`src/design/hlc_pkg.sv`:
```
package hlc_pkg;

  // Register byte offsets on the APB window
  localparam int          ADDR_W          = 8;
  localparam logic [7:0]  OFF_ROM_BASE    = 8'h00;
  localparam logic [7:0]  OFF_LOG_UPPER   = 8'h04;
  localparam logic [7:0]  OFF_LOG_LOWER   = 8'h08;
  localparam logic [7:0]  OFF_MAKER_ID    = 8'h0C;
  localparam logic [7:0]  OFF_HC_SET      = 8'h10;
  localparam logic [7:0]  OFF_HC_CLEAR    = 8'h14;
  localparam logic [7:0]  OFF_EVENT       = 8'h18;
  localparam logic [7:0]  OFF_EVENT_CLEAR = 8'h1C;

  // Configuration ROM mapping
  localparam int          ROM_BASE_LSB    = 10;
  localparam int          ROM_BASE_W      = 22;
  localparam int          ROM_OFF_W       = 10;
  localparam logic [9:0]  ROM_LOCAL_BYTES = 10'h014;
  localparam logic [21:0] ROM_BASE_RST    = 22'h000000;

  // Deferred write log layout
  localparam int          LOG_DEPTH       = 4;
  localparam int          NODE_W          = 16;
  localparam int          OFFSET_W        = 48;
  localparam int          ENTRY_W         = 64;

  // Maker identifier fields (values arbitrary)
  localparam logic [7:0]  MAKER_UNIQUE    = 8'h5A;
  localparam logic [23:0] MAKER_COMPANY   = 24'hC3E1A5;
  localparam int          MAKER_UNIQUE_LSB = 24;

  // Host control and event bit positions
  localparam int          HC_BIO_BIT      = 31;
  localparam int          HC_ENDIAN_BIT   = 30;
  localparam int          HC_LATE_ACK_BIT = 29;
  localparam int          HC_PHY_PROG_BIT = 23;
  localparam int          HC_PHY_ENH_BIT  = 22;
  localparam int          HC_LPS_BIT      = 19;
  localparam int          HC_DWO_BIT      = 18;
  localparam int          HC_LINK_ON_BIT  = 17;
  localparam int          HC_SRST_BIT     = 16;
  localparam int          EVT_FAULT_BIT   = 0;

  // Host control reset values and fixed read values
  localparam logic        BIO_RST         = 1'b0;
  localparam logic        ENDIAN_RST      = 1'b0;
  localparam logic        LPS_RST         = 1'b0;
  localparam logic        DWO_RST         = 1'b0;
  localparam logic        LINK_ON_RST     = 1'b0;
  localparam logic        PHY_PROG_VAL    = 1'b0;
  localparam logic        PHY_ENH_VAL     = 1'b1;

  // Reset sequencing time
  localparam int          CLK_PERIOD_NS   = 40;
  localparam int          SRST_TIME_NS    = 640;
  localparam int          SRST_CYCLES     = (SRST_TIME_NS + CLK_PERIOD_NS - 1) / CLK_PERIOD_NS;
  localparam int          SRST_CNT_W      = 8;

  typedef enum logic [2:0] {
    ST_HWRST = 3'b001,
    ST_IDLE  = 3'b010,
    ST_SWRST = 3'b100
  } hlc_state_t;

endpackage

```
`src/design/hlc_regs.sv`:
```
`timescale 1ns/100ps
`default_nettype none

// How it works
// - ROM base writable in bits 31:10
// - First 20 ROM bytes ignore the base
// - Bus error logs sender and offset
// - Log captures only with deferred write on
// - Log is a four-entry FIFO
// - Stored entry raises the fault flag
// - Upper word: sender and high offset
// - Lower word: low 32 offset bits
// - Maker identifier is a fixed constant
// - Bit 30 selects big endian
// - Bit 23 reads zero, bit 22 one
// - Disconnect clears link on by itself
// - Bit 29 reserved, reads zero
// - Image invalid gives type error answers
// - Bit 19 switches link power on
// - Bit 18 enables deferred writes
// - Bit 17 enables the link
// - Bit 16 starts reset, reads busy
module hlc_regs #(
  parameter int          LOG_DEPTH     = hlc_pkg::LOG_DEPTH,
  parameter int          SRST_CYCLES   = hlc_pkg::SRST_CYCLES,
  parameter logic [7:0]  MAKER_UNIQUE  = hlc_pkg::MAKER_UNIQUE,
  parameter logic [23:0] MAKER_COMPANY = hlc_pkg::MAKER_COMPANY
) (
  input  wire logic                            pclk,
  input  wire logic                            presetn,
  input  wire logic                            psel,
  input  wire logic                            penable,
  input  wire logic                            pwrite,
  input  wire logic [hlc_pkg::ADDR_W-1:0]      paddr,
  input  wire logic [31:0]                     pwdata,
  output logic [31:0]                          prdata,
  output logic                                 pready,
  output logic                                 pslverr,
  input  wire logic                            disconnect_pin,
  input  wire logic                            log_capture,
  input  wire logic [hlc_pkg::NODE_W-1:0]      log_node,
  input  wire logic [hlc_pkg::OFFSET_W-1:0]    log_offset,
  input  wire logic                            rom_req,
  input  wire logic [hlc_pkg::ROM_OFF_W-1:0]   rom_off,
  output logic                                 rom_valid,
  output logic                                 rom_local_sel,
  output logic [31:0]                          rom_host_addr,
  output logic                                 endian_big,
  output logic                                 link_power_on,
  output logic                                 link_on,
  output logic                                 deferred_write_on,
  output logic                                 bus_info_image_ok,
  output logic                                 block_read_type_error,
  output logic                                 soft_reset_active,
  output logic                                 deferred_write_fault,
  output logic [hlc_pkg::ROM_BASE_W-1:0]       rom_base_field
);
  import hlc_pkg::*;

  localparam int PW = (LOG_DEPTH > 1) ? $clog2(LOG_DEPTH) : 1;

  // Pointers wrap by overflow, so the depth must be a power of two
  if (LOG_DEPTH < 2 || (LOG_DEPTH & (LOG_DEPTH - 1)) != 0) begin : g_bad_depth
    $error("hlc_regs: LOG_DEPTH must be a power of two, at least 2");
  end
  if (SRST_CYCLES < 1 || SRST_CYCLES > 255) begin : g_bad_srst
    $error("hlc_regs: SRST_CYCLES must be 1 to 255");
  end

  typedef struct packed {
    hlc_state_t                         st;
    logic [SRST_CNT_W-1:0]              rst_cnt;
    logic [SRST_CNT_W-1:0]              busy_len;
    logic [ROM_BASE_W-1:0]              rom_base;
    logic                               bio;
    logic                               endian;
    logic                               link_power_status;
    logic                               dwo;
    logic                               link_on;
    logic                               fault;
    logic [LOG_DEPTH-1:0][ENTRY_W-1:0]  mem;
    logic [PW-1:0]                      wr_ptr;
    logic [PW-1:0]                      rd_ptr;
    logic [PW:0]                        count;
    logic [31:0]                        prdata;
    logic                               pslverr;
    logic                               disc_meta;
    logic                               disc_sync;
    logic                               rom_valid;
    logic                               rom_local;
    logic [31:0]                        rom_addr;
  } hlc_regs_state_t;

  hlc_regs_state_t r_reg;
  hlc_regs_state_t r_next;

  logic        setup;
  logic        wr;
  logic        rd;
  logic        busy;
  logic        push;
  logic        pop;
  logic        clr_fault;
  logic [31:0] hc_word;
  logic [ENTRY_W-1:0] head;

  // APB phases; the slave never inserts wait states
  assign setup  = psel & ~penable;
  assign wr     = psel & penable & pwrite;
  assign rd     = psel & penable & ~pwrite;
  assign pready = 1'b1;
  assign busy   = (r_reg.st != ST_IDLE);
  assign head   = r_reg.mem[r_reg.rd_ptr];

  // Host control read image, fixed bits forced
  always_comb begin
    hc_word                  = 32'h00000000;
    hc_word[HC_BIO_BIT]      = r_reg.bio;
    hc_word[HC_ENDIAN_BIT]   = r_reg.endian;
    hc_word[HC_LATE_ACK_BIT] = 1'b0;
    hc_word[HC_PHY_PROG_BIT] = PHY_PROG_VAL;
    hc_word[HC_PHY_ENH_BIT]  = PHY_ENH_VAL;
    hc_word[HC_LPS_BIT]      = r_reg.link_power_status;
    hc_word[HC_DWO_BIT]      = r_reg.dwo;
    hc_word[HC_LINK_ON_BIT]  = r_reg.link_on;
    hc_word[HC_SRST_BIT]     = busy;
  end

  // Log queue handshakes; captures during reset are dropped
  assign push      = log_capture & r_reg.dwo & ~busy
                     & (r_reg.count < (PW+1)'(LOG_DEPTH));
  assign pop       = rd & (paddr == OFF_LOG_LOWER)
                     & (r_reg.count != '0);
  assign clr_fault = wr & (paddr == OFF_EVENT_CLEAR) & pwdata[EVT_FAULT_BIT];

  // Next-state logic for the whole register bank
  always_comb begin
    r_next = r_reg;

    // Disconnect pin crosses in from the link side
    r_next.disc_meta = disconnect_pin;
    r_next.disc_sync = r_reg.disc_meta;

    // Read data latched in setup so prdata comes from a flop
    if (setup) begin
      r_next.pslverr = 1'b0;
      case (paddr)
        OFF_ROM_BASE:    r_next.prdata = {r_reg.rom_base, 10'h000};
        OFF_LOG_UPPER:   r_next.prdata = head[ENTRY_W-1:32];
        OFF_LOG_LOWER:   r_next.prdata = head[31:0];
        OFF_MAKER_ID:    r_next.prdata = {MAKER_UNIQUE, MAKER_COMPANY};
        OFF_HC_SET:      r_next.prdata = hc_word;
        OFF_HC_CLEAR:    r_next.prdata = hc_word;
        OFF_EVENT:       r_next.prdata = {31'h00000000, r_reg.fault};
        OFF_EVENT_CLEAR: r_next.prdata = {31'h00000000, r_reg.fault};
        default: begin
          r_next.prdata  = 32'h00000000;
          r_next.pslverr = 1'b1;
        end
      endcase
    end

    // ROM base takes the top 22 bits, low bits dropped
    if (wr && paddr == OFF_ROM_BASE) begin
      r_next.rom_base = pwdata[31:ROM_BASE_LSB];
    end

    // Control bits: ones set or clear, zeros leave alone
    if (wr && paddr == OFF_HC_SET) begin
      r_next.bio     = r_reg.bio     | pwdata[HC_BIO_BIT];
      r_next.endian  = r_reg.endian  | pwdata[HC_ENDIAN_BIT];
      r_next.link_power_status     = r_reg.link_power_status     | pwdata[HC_LPS_BIT];
      r_next.dwo     = r_reg.dwo     | pwdata[HC_DWO_BIT];
      r_next.link_on = r_reg.link_on | pwdata[HC_LINK_ON_BIT];
    end
    if (wr && paddr == OFF_HC_CLEAR) begin
      r_next.bio     = r_reg.bio     & ~pwdata[HC_BIO_BIT];
      r_next.endian  = r_reg.endian  & ~pwdata[HC_ENDIAN_BIT];
      r_next.link_power_status     = r_reg.link_power_status     & ~pwdata[HC_LPS_BIT];
      r_next.dwo     = r_reg.dwo     & ~pwdata[HC_DWO_BIT];
      r_next.link_on = r_reg.link_on & ~pwdata[HC_LINK_ON_BIT];
    end

    // Queue storage and occupancy
    if (push) begin
      r_next.mem[r_reg.wr_ptr] = {log_node, log_offset};
      r_next.wr_ptr            = r_reg.wr_ptr + PW'(1);
    end
    if (pop) begin
      r_next.rd_ptr = r_reg.rd_ptr + PW'(1);
    end
    r_next.count = r_reg.count + (PW+1)'(push) - (PW+1)'(pop);

    // Fault flag: a new entry beats a clear, leftovers re-raise it
    r_next.fault = (r_reg.fault & ~clr_fault) | push
                   | (clr_fault & (r_next.count != '0));

    // Disconnect wins over a software set of link on
    if (r_reg.disc_sync) begin
      r_next.link_on = 1'b0;
    end

    // Reset sequencer; hardware release also runs the busy window
    case (r_reg.st)
      ST_IDLE: begin
        if (wr && paddr == OFF_HC_SET && pwdata[HC_SRST_BIT]) begin
          r_next.st      = ST_SWRST;
          r_next.rst_cnt = '0;
        end
      end
      ST_HWRST, ST_SWRST: begin
        r_next.link_on = 1'b0;
        r_next.bio     = 1'b0;
        r_next.wr_ptr  = '0;
        r_next.rd_ptr  = '0;
        r_next.count   = '0;
        r_next.fault   = 1'b0;
        if (r_reg.rst_cnt == SRST_CNT_W'(SRST_CYCLES - 1)) begin
          r_next.st = ST_IDLE;
        end else begin
          r_next.rst_cnt = r_reg.rst_cnt + SRST_CNT_W'(1);
        end
      end
      default: begin
        r_next.st = ST_IDLE;
      end
    endcase

    // Busy run length, counted apart from the sequencer for the checks
    r_next.busy_len = busy ? r_reg.busy_len + SRST_CNT_W'(1) : '0;

    // ROM lookup: the leading bytes never use the base
    r_next.rom_valid = rom_req;
    if (rom_req) begin
      r_next.rom_local = (rom_off < ROM_LOCAL_BYTES);
      r_next.rom_addr  = {r_reg.rom_base, rom_off};
    end
  end

  // Single state register, constants only under reset
  always_ff @(posedge pclk or negedge presetn) begin
    if (!presetn) begin
      r_reg          <= '0;
      r_reg.st       <= ST_HWRST;
      r_reg.rom_base <= ROM_BASE_RST;
      r_reg.bio      <= BIO_RST;
      r_reg.endian   <= ENDIAN_RST;
      r_reg.link_power_status      <= LPS_RST;
      r_reg.dwo      <= DWO_RST;
      r_reg.link_on  <= LINK_ON_RST;
    end else begin
      r_reg <= r_next;
    end
  end

  // Outputs straight from the state register
  assign prdata                = r_reg.prdata;
  assign pslverr               = r_reg.pslverr;
  assign rom_valid             = r_reg.rom_valid;
  assign rom_local_sel         = r_reg.rom_local;
  assign rom_host_addr         = r_reg.rom_addr;
  assign endian_big            = r_reg.endian;
  assign link_power_on         = r_reg.link_power_status;
  assign link_on               = r_reg.link_on;
  assign deferred_write_on     = r_reg.dwo;
  assign bus_info_image_ok     = r_reg.bio;
  assign block_read_type_error = ~r_reg.bio;
  assign soft_reset_active     = busy;
  assign deferred_write_fault  = r_reg.fault;
  assign rom_base_field        = r_reg.rom_base;
endmodule

`default_nettype wire

```
`config.mk`:
```
export PLATFORM = sky130hd
export DESIGN_NAME = hlc_regs
export DESIGN_NICKNAME = d
export VERILOG_FILES = /design/src/design/hlc_pkg.sv /design/src/design/hlc_regs.sv
export SDC_FILE = /design/constraint.sdc
export NUM_CORES = 1
export LEC_CHECK = 0
export BUFFER_PORTS_ARGS = -buffer_cell sky130_fd_sc_hd__buf_2
export CAP_MARGIN = 25
export CORE_ASPECT_RATIO = 0.8
export CORE_MARGIN = 5
export CORE_UTILIZATION = 63
export DETAILED_ROUTE_END_ITERATION = 12
export GPL_TIMING_DRIVEN = 0
export PLACE_DENSITY = 0.88
export RECOVER_POWER = 100
export SLEW_MARGIN = 20
export SYNTH_ARGS = -nofsm -noshare
export SYNTH_HDL_FRONTEND = slang
export SYNTH_SLANG_ARGS = --single-unit
```
`constraint.sdc`:
```
create_clock -name pclk -period 7 [get_ports pclk]
set_input_delay 0.35 -clock pclk [delete_from_list [all_inputs] [get_ports pclk]]
set_output_delay 0.35 -clock pclk [all_outputs]
set_load 0.02 [all_outputs]
```
# --- After elaboration in Yosys (flattened, before gate mapping) ---
# Cells that the tools add are included.
op_classes:
  n_addsub: 5
  order_cmp: 5
  n_eq_ne: 15
  mux: 20
  bitwise_logic: 35
  n_reduce_logical: 20
op_table:
  columns: ["operator", "n"]
  rows:
  - ["256-bit bitwise mux", 1]
  - ["32-bit case mux with 6 select lines", 1]
  - ["64-bit binary-select mux with 2-bit select", 1]
  - ["64-bit demux with 2-bit select", 1]
  - ["64-bit two-way mux", 2]
  - ["8-bit by 5-bit == test with 1-bit output, second input constant", 4]
  - ["8-bit by 4-bit == test with 1-bit output, second input constant", 3]
  - ["1-bit bitwise AND", 18]
  - ["8-bit case mux with 2 select lines", 1]
  - ["11-bit two-way mux", 1]
  - ["10-bit by 5-bit less-than comparator with 1-bit output, second input constant", 1]
  - ["5-bit two-way mux", 2]
  - ["1-bit NOT", 10]
  - ["3-bit nonzero test", 3]
  - ["8-bit by 1-bit adder with 8-bit output, second input constant", 1]
  - ["8-bit by 3-bit == test with 1-bit output, second input constant", 1]
  - ["8-bit logical NOT", 1]
  - ["8-bit two-way mux", 1]
  - ["2-bit nonzero test", 4]
  - ["8-bit OR reduction", 1]
  - ["7-bit two-way mux", 1]
  - ["1-bit bitwise OR", 7]
  - ["2-bit by 3-bit less-than comparator with 1-bit output, second input constant", 2]
  - ["2-bit two-way mux", 3]
  - ["other kinds (18)", 29]
word_totals:
  ff_bits: 371
  out_inout_bits: 98

# --- Longest topological paths before layout ---
logic_depth:
  word_depth: 10
  mapped_depth: 13
  depth_no_buf: 12

# --- Worst setup path before layout ---
# Ideal clock, no wire load.
synth_timing:
  kind: "flip-flop to flip-flop"
  from: "register r_reg[378] in the netlist's numbering"
  to: "register r_reg, in the netlist deferred_write_fault"
  setup_time_ps: 94
  arrival_time_ps: 3110
  setup_slack_ps: 3796
  stages_incl_launch_ff: 14
  synth_period_minus_slack_ps: 3204
  path_cell_list: "dfrtp_1 -> or3b_1 -> clkbuf_1 -> nor3_4 -> inv_1 -> ha_1 -> inv_1 -> ha_1 -> inv_1 -> fa_1 -> xor2_1 -> xnor2_1 -> and4b_1 -> a211oi_1"
synth_lines:
  columns: ["item", "line_no", "rtl"]
  rows:
  - ["from (decl)", "hlc_regs.sv:94", "hlc_regs_state_t r_reg;"]
  - ["from (signal assigned)", "hlc_regs.sv:252", "r_reg <= r_next;"]

==> flow_summary_export.csv <==
group,metric,value,unit
synth,netlist_top_cells_count,"370 x dfrtp_1, 296 x mux2_2, 87 x buf_4",
clock_network,numCtsBuffers,36,
synth,ys_ff_latch,371,
clock_network,clk_pin_slew_worst_paths,0.06,ns
synth,syn_area,16970,sq um
job,drv_cap,1,
worst_setup_path,max_stage_delay,0.88,ns
timing,rsz0062_at_grt,"false",
run_status,violations,"max-capacitance violations, max-slew violations",
timing,finClkSkew,0.02168,ns
worst_setup_path,setup.worst_path.end_class,"flop",
global_routing,track_usage,0.3032,
clock_network,htreeDepth,2,
routing,vias,11410,
worst_setup_path,critPathTopFamily,"simple AND/OR/NAND/NOR gates",
worst_setup_path,worst_path_max_delay_cell,"nor3_1",
cells_and_area,finalCoreUtilization,0.7417,
timing,hold_ws,0.03547,ns
global_routing,grt-ovfl-total,0,
die,core-area,26390,sq um
worst_setup_path,path_cells,"or3b_1, clkbuf_1, nor3_1, inv_1, ha_1, inv_1, ha_1, inv_1, fa_1, xor2_1, xnor2_1, and4b_1, a211oi_1",
power_and_ir_drop,irDropWorstVdd,0.0001696,V
clock_network,root_buffer,"clkbuf_16",
synth,ys_warn_count,0,
die,dieArea,30330,sq um
timing,min_period,3.774,ns
timing,worst_pin_slew,1.850,ns
timing,setup_viol_count_final,0,
synth,synthFlopType,"dfrtp_1",
routing,drt_first_pass_iters,5,
synth,synthArstFlopShare,1.000,
timing,max_slew_margin,-0.2447,
synth,yosysSeqAreaShare,0.5473,
timing,slew_violations,11,
worst_setup_path,start_kind,"flop",
power_and_ir_drop,leakagePower,9.585,nW
place,placed_area,18560,sq um
routing,wl_met2,21.49,mm
synth,synth_edf_count,0,
routing,drcViolationCount,0,
worst_setup_path,critPathArrivalTime,4.20,ns
synth,ys_types,58,
routing,routed_wl,45.46,mm
synth,synthCells,1177,
worst_hold_path,worstHoldPathCells,2,
worst_setup_path,path_max_fanout,8,
power_and_ir_drop,p_per_area,245.1,nW/um^2
die,die_h,156.8,um
clock_network,cts_resized,0,
worst_setup_path,crit_type,"reg -> reg",
die,die_w,193.5,um
worst_setup_path,crit_buf_inv,4,
die,initial_utilization,0.6428,
synth,synth_top_area_frac,0.5457,
clock_network,cts.sinks,371,
timing,fmax,0.2649,GHz
routing,met3WireLength,4.464,mm
clock_network,cts_tree,"done",
cells_and_area,drive_gt1_frac,0.4294,
routing,drtAntennaViolNets,0,
global_routing,grt_max_degree,102,
die,std_cell_rows,53,
die,ioPinCount,220,
global_routing,grt_pass1_wl,71.15,mm
place,gp_congestion,0.9397,
place,port_buffers,207,
cells_and_area,area_growth_syn_to_layout,15.38,%
cells_and_area,seqCellArea,9285,sq um
cells_and_area,nNetsFinal,1559,
synth,syn_avg_cell_area,14.41,sq um
worst_hold_path,hp-class,"in -> reg",
clock_network,clockBufferDepth,3,
synth,yosysMostFrequentCell,"dfrtp_1",
routing,wl_met1,17.54,mm
timing,finalCritPeriodShare,0.5392,
cells_and_area,fin_area,19580,sq um
timing,fin_ws,3.226,ns
timing,hold_viol_final,0,
synth,synthesis.nets,1307,
worst_setup_path,cpMostUsedCell,"inv_1",
place,dp_slack,3.270,ns
cells_and_area,nFillCells,1652,
run_status,outcome,"complete, but fails checks",
worst_setup_path,worstPathRequired,7.42,ns
global_routing,grt_pass1_vias,11860,
routing,initialDrtViolationCount,983,
routing,routedWlPerCell,25.10,um
worst_setup_path,path_depth,13,
clock_network,clkLatencyLatePin,0.52,ns
routing,routed_via_density,6.299,
synth,synth_top_area_cell,"dfrtp_1",
worst_setup_path,reg2regPathDepth,13,
routing,top_layer_used,"met5",
synth,synthTopCellsByArea,"dfrtp_1 55%, mux2_2 20%, mux4_2 8.4%, buf_4 3.8%, mux2_1 1.5%",
global_routing,antenna_found_initial,8,
cells_and_area,multi_input_area,6646,sq um
cells_and_area,largest_reg_flops,275,
place,hpwl,32.59,mm
-- worst register-to-register path: cells and delay by family (launching register included) --
kind	cells	cell delay, ns
buffers and inverters	4	0.47
and+or+nand+nor	3	1.44
DFF	1	0.42
adders and majority gates	3	0.84
xor gates and xnor gates	2	0.31
AOI/OAI and AO/OA	1	0.21
-- path summary, 6_finish.rpt --
check / to / from / slack (ns)
min in group asynchronous: r_reg[374]$_DFFE_PN0P_ / presetn / 0.43
min: flop / pwdata[30] / 0.04
min reg2reg: r_reg[34]$_DFF_PN0_ / r_next[34]$_DFF_PN0_ / 0.39
max: deferred_write_fault$_DFF_PN0_ / r_reg[378]$_DFFE_PN0P_ / 3.23
max reg2reg: deferred_write_fault$_DFF_PN0_ / r_reg[378]$_DFFE_PN0P_ / 3.23
max in group asynchronous: r_reg[90]$_DFFE_PN0P_ / presetn / 5.18
-- routing by layer --
metal,GRT usage,vias to the layer above
met3,0.07555,150
met5,0,-
met1,0.4098,5856
met2,0.4826,633
li1,-,4758
met4,0.1213,10
-- what timing repair did --
action | CTS | global route
endpoints found under the hold margin | 81 | 0
hold buffers | 3 | 0
setup endpoints to repair | 0 | 0
buffers inserted | 0 | 0
-- cells in the final DEF, fill, tap and decap left out, drive strengths merged, types with 11 or more instances in the layout --
master  count
dfrtp     370
mux2      318
clkbuf    211
buf       208
mux4       63
a21oi      41
nor2       26
nand2      17
nand3      17
a22oi      17
o21ai      15
inv        12
or3        11
-- where the power goes --
part	total (W)	switching [W]	internal, W	leakage, nW
combinational	0.000493	0.000260	0.000234	3.96
clock	0.00197	0.000799	0.00117	0.579
sequential	0.00234	0.0000747	0.00226	5.05
total	0.00480	0.00113	0.00366	9.58
-- cell type report --
| class | count | share of cell area |
|---|---|---|
| antenna | 3 | 0.0003835 |
| buffer | 157 | 0.04711 |
| clock buffer | 51 | 0.05254 |
| clock inverter | 9 | 0.007415 |
| inverter | 12 | 0.002301 |
| multi-input combinational | 637 | 0.3395 |
| sequential | 371 | 0.4743 |
| tap | 357 | 0.02282 |
| timing repair buffer | 214 | 0.05356 |
-- cell families after synthesis --
logic type | synth area share
other | 0.0002210
muxes | 0.2971
and+or+nand+nor | 0.04115
AOI/OAI and AO/OA | 0.04454
DFF | 0.5473
xor gates and xnor gates | 0.004130
adders and majority gates | 0.006342
buffers and inverters | 0.05929
-- through the flow --
stage / instances / TNS (ns) / power [W]
2_1_floorplan: 1177 / 0 / 0.002637
3_3_place_gp: 1741 / -467.74 / 0.002832
3_5_place_dp: 1745 / 0 / 0.002867
4_1_cts: 1808 / 0 / 0.004823
5_1_grt: 1811 / 0 / 0.004967
6_report: 1811 / 0 / 0.004797
Power figures use the tool's default switching activity.
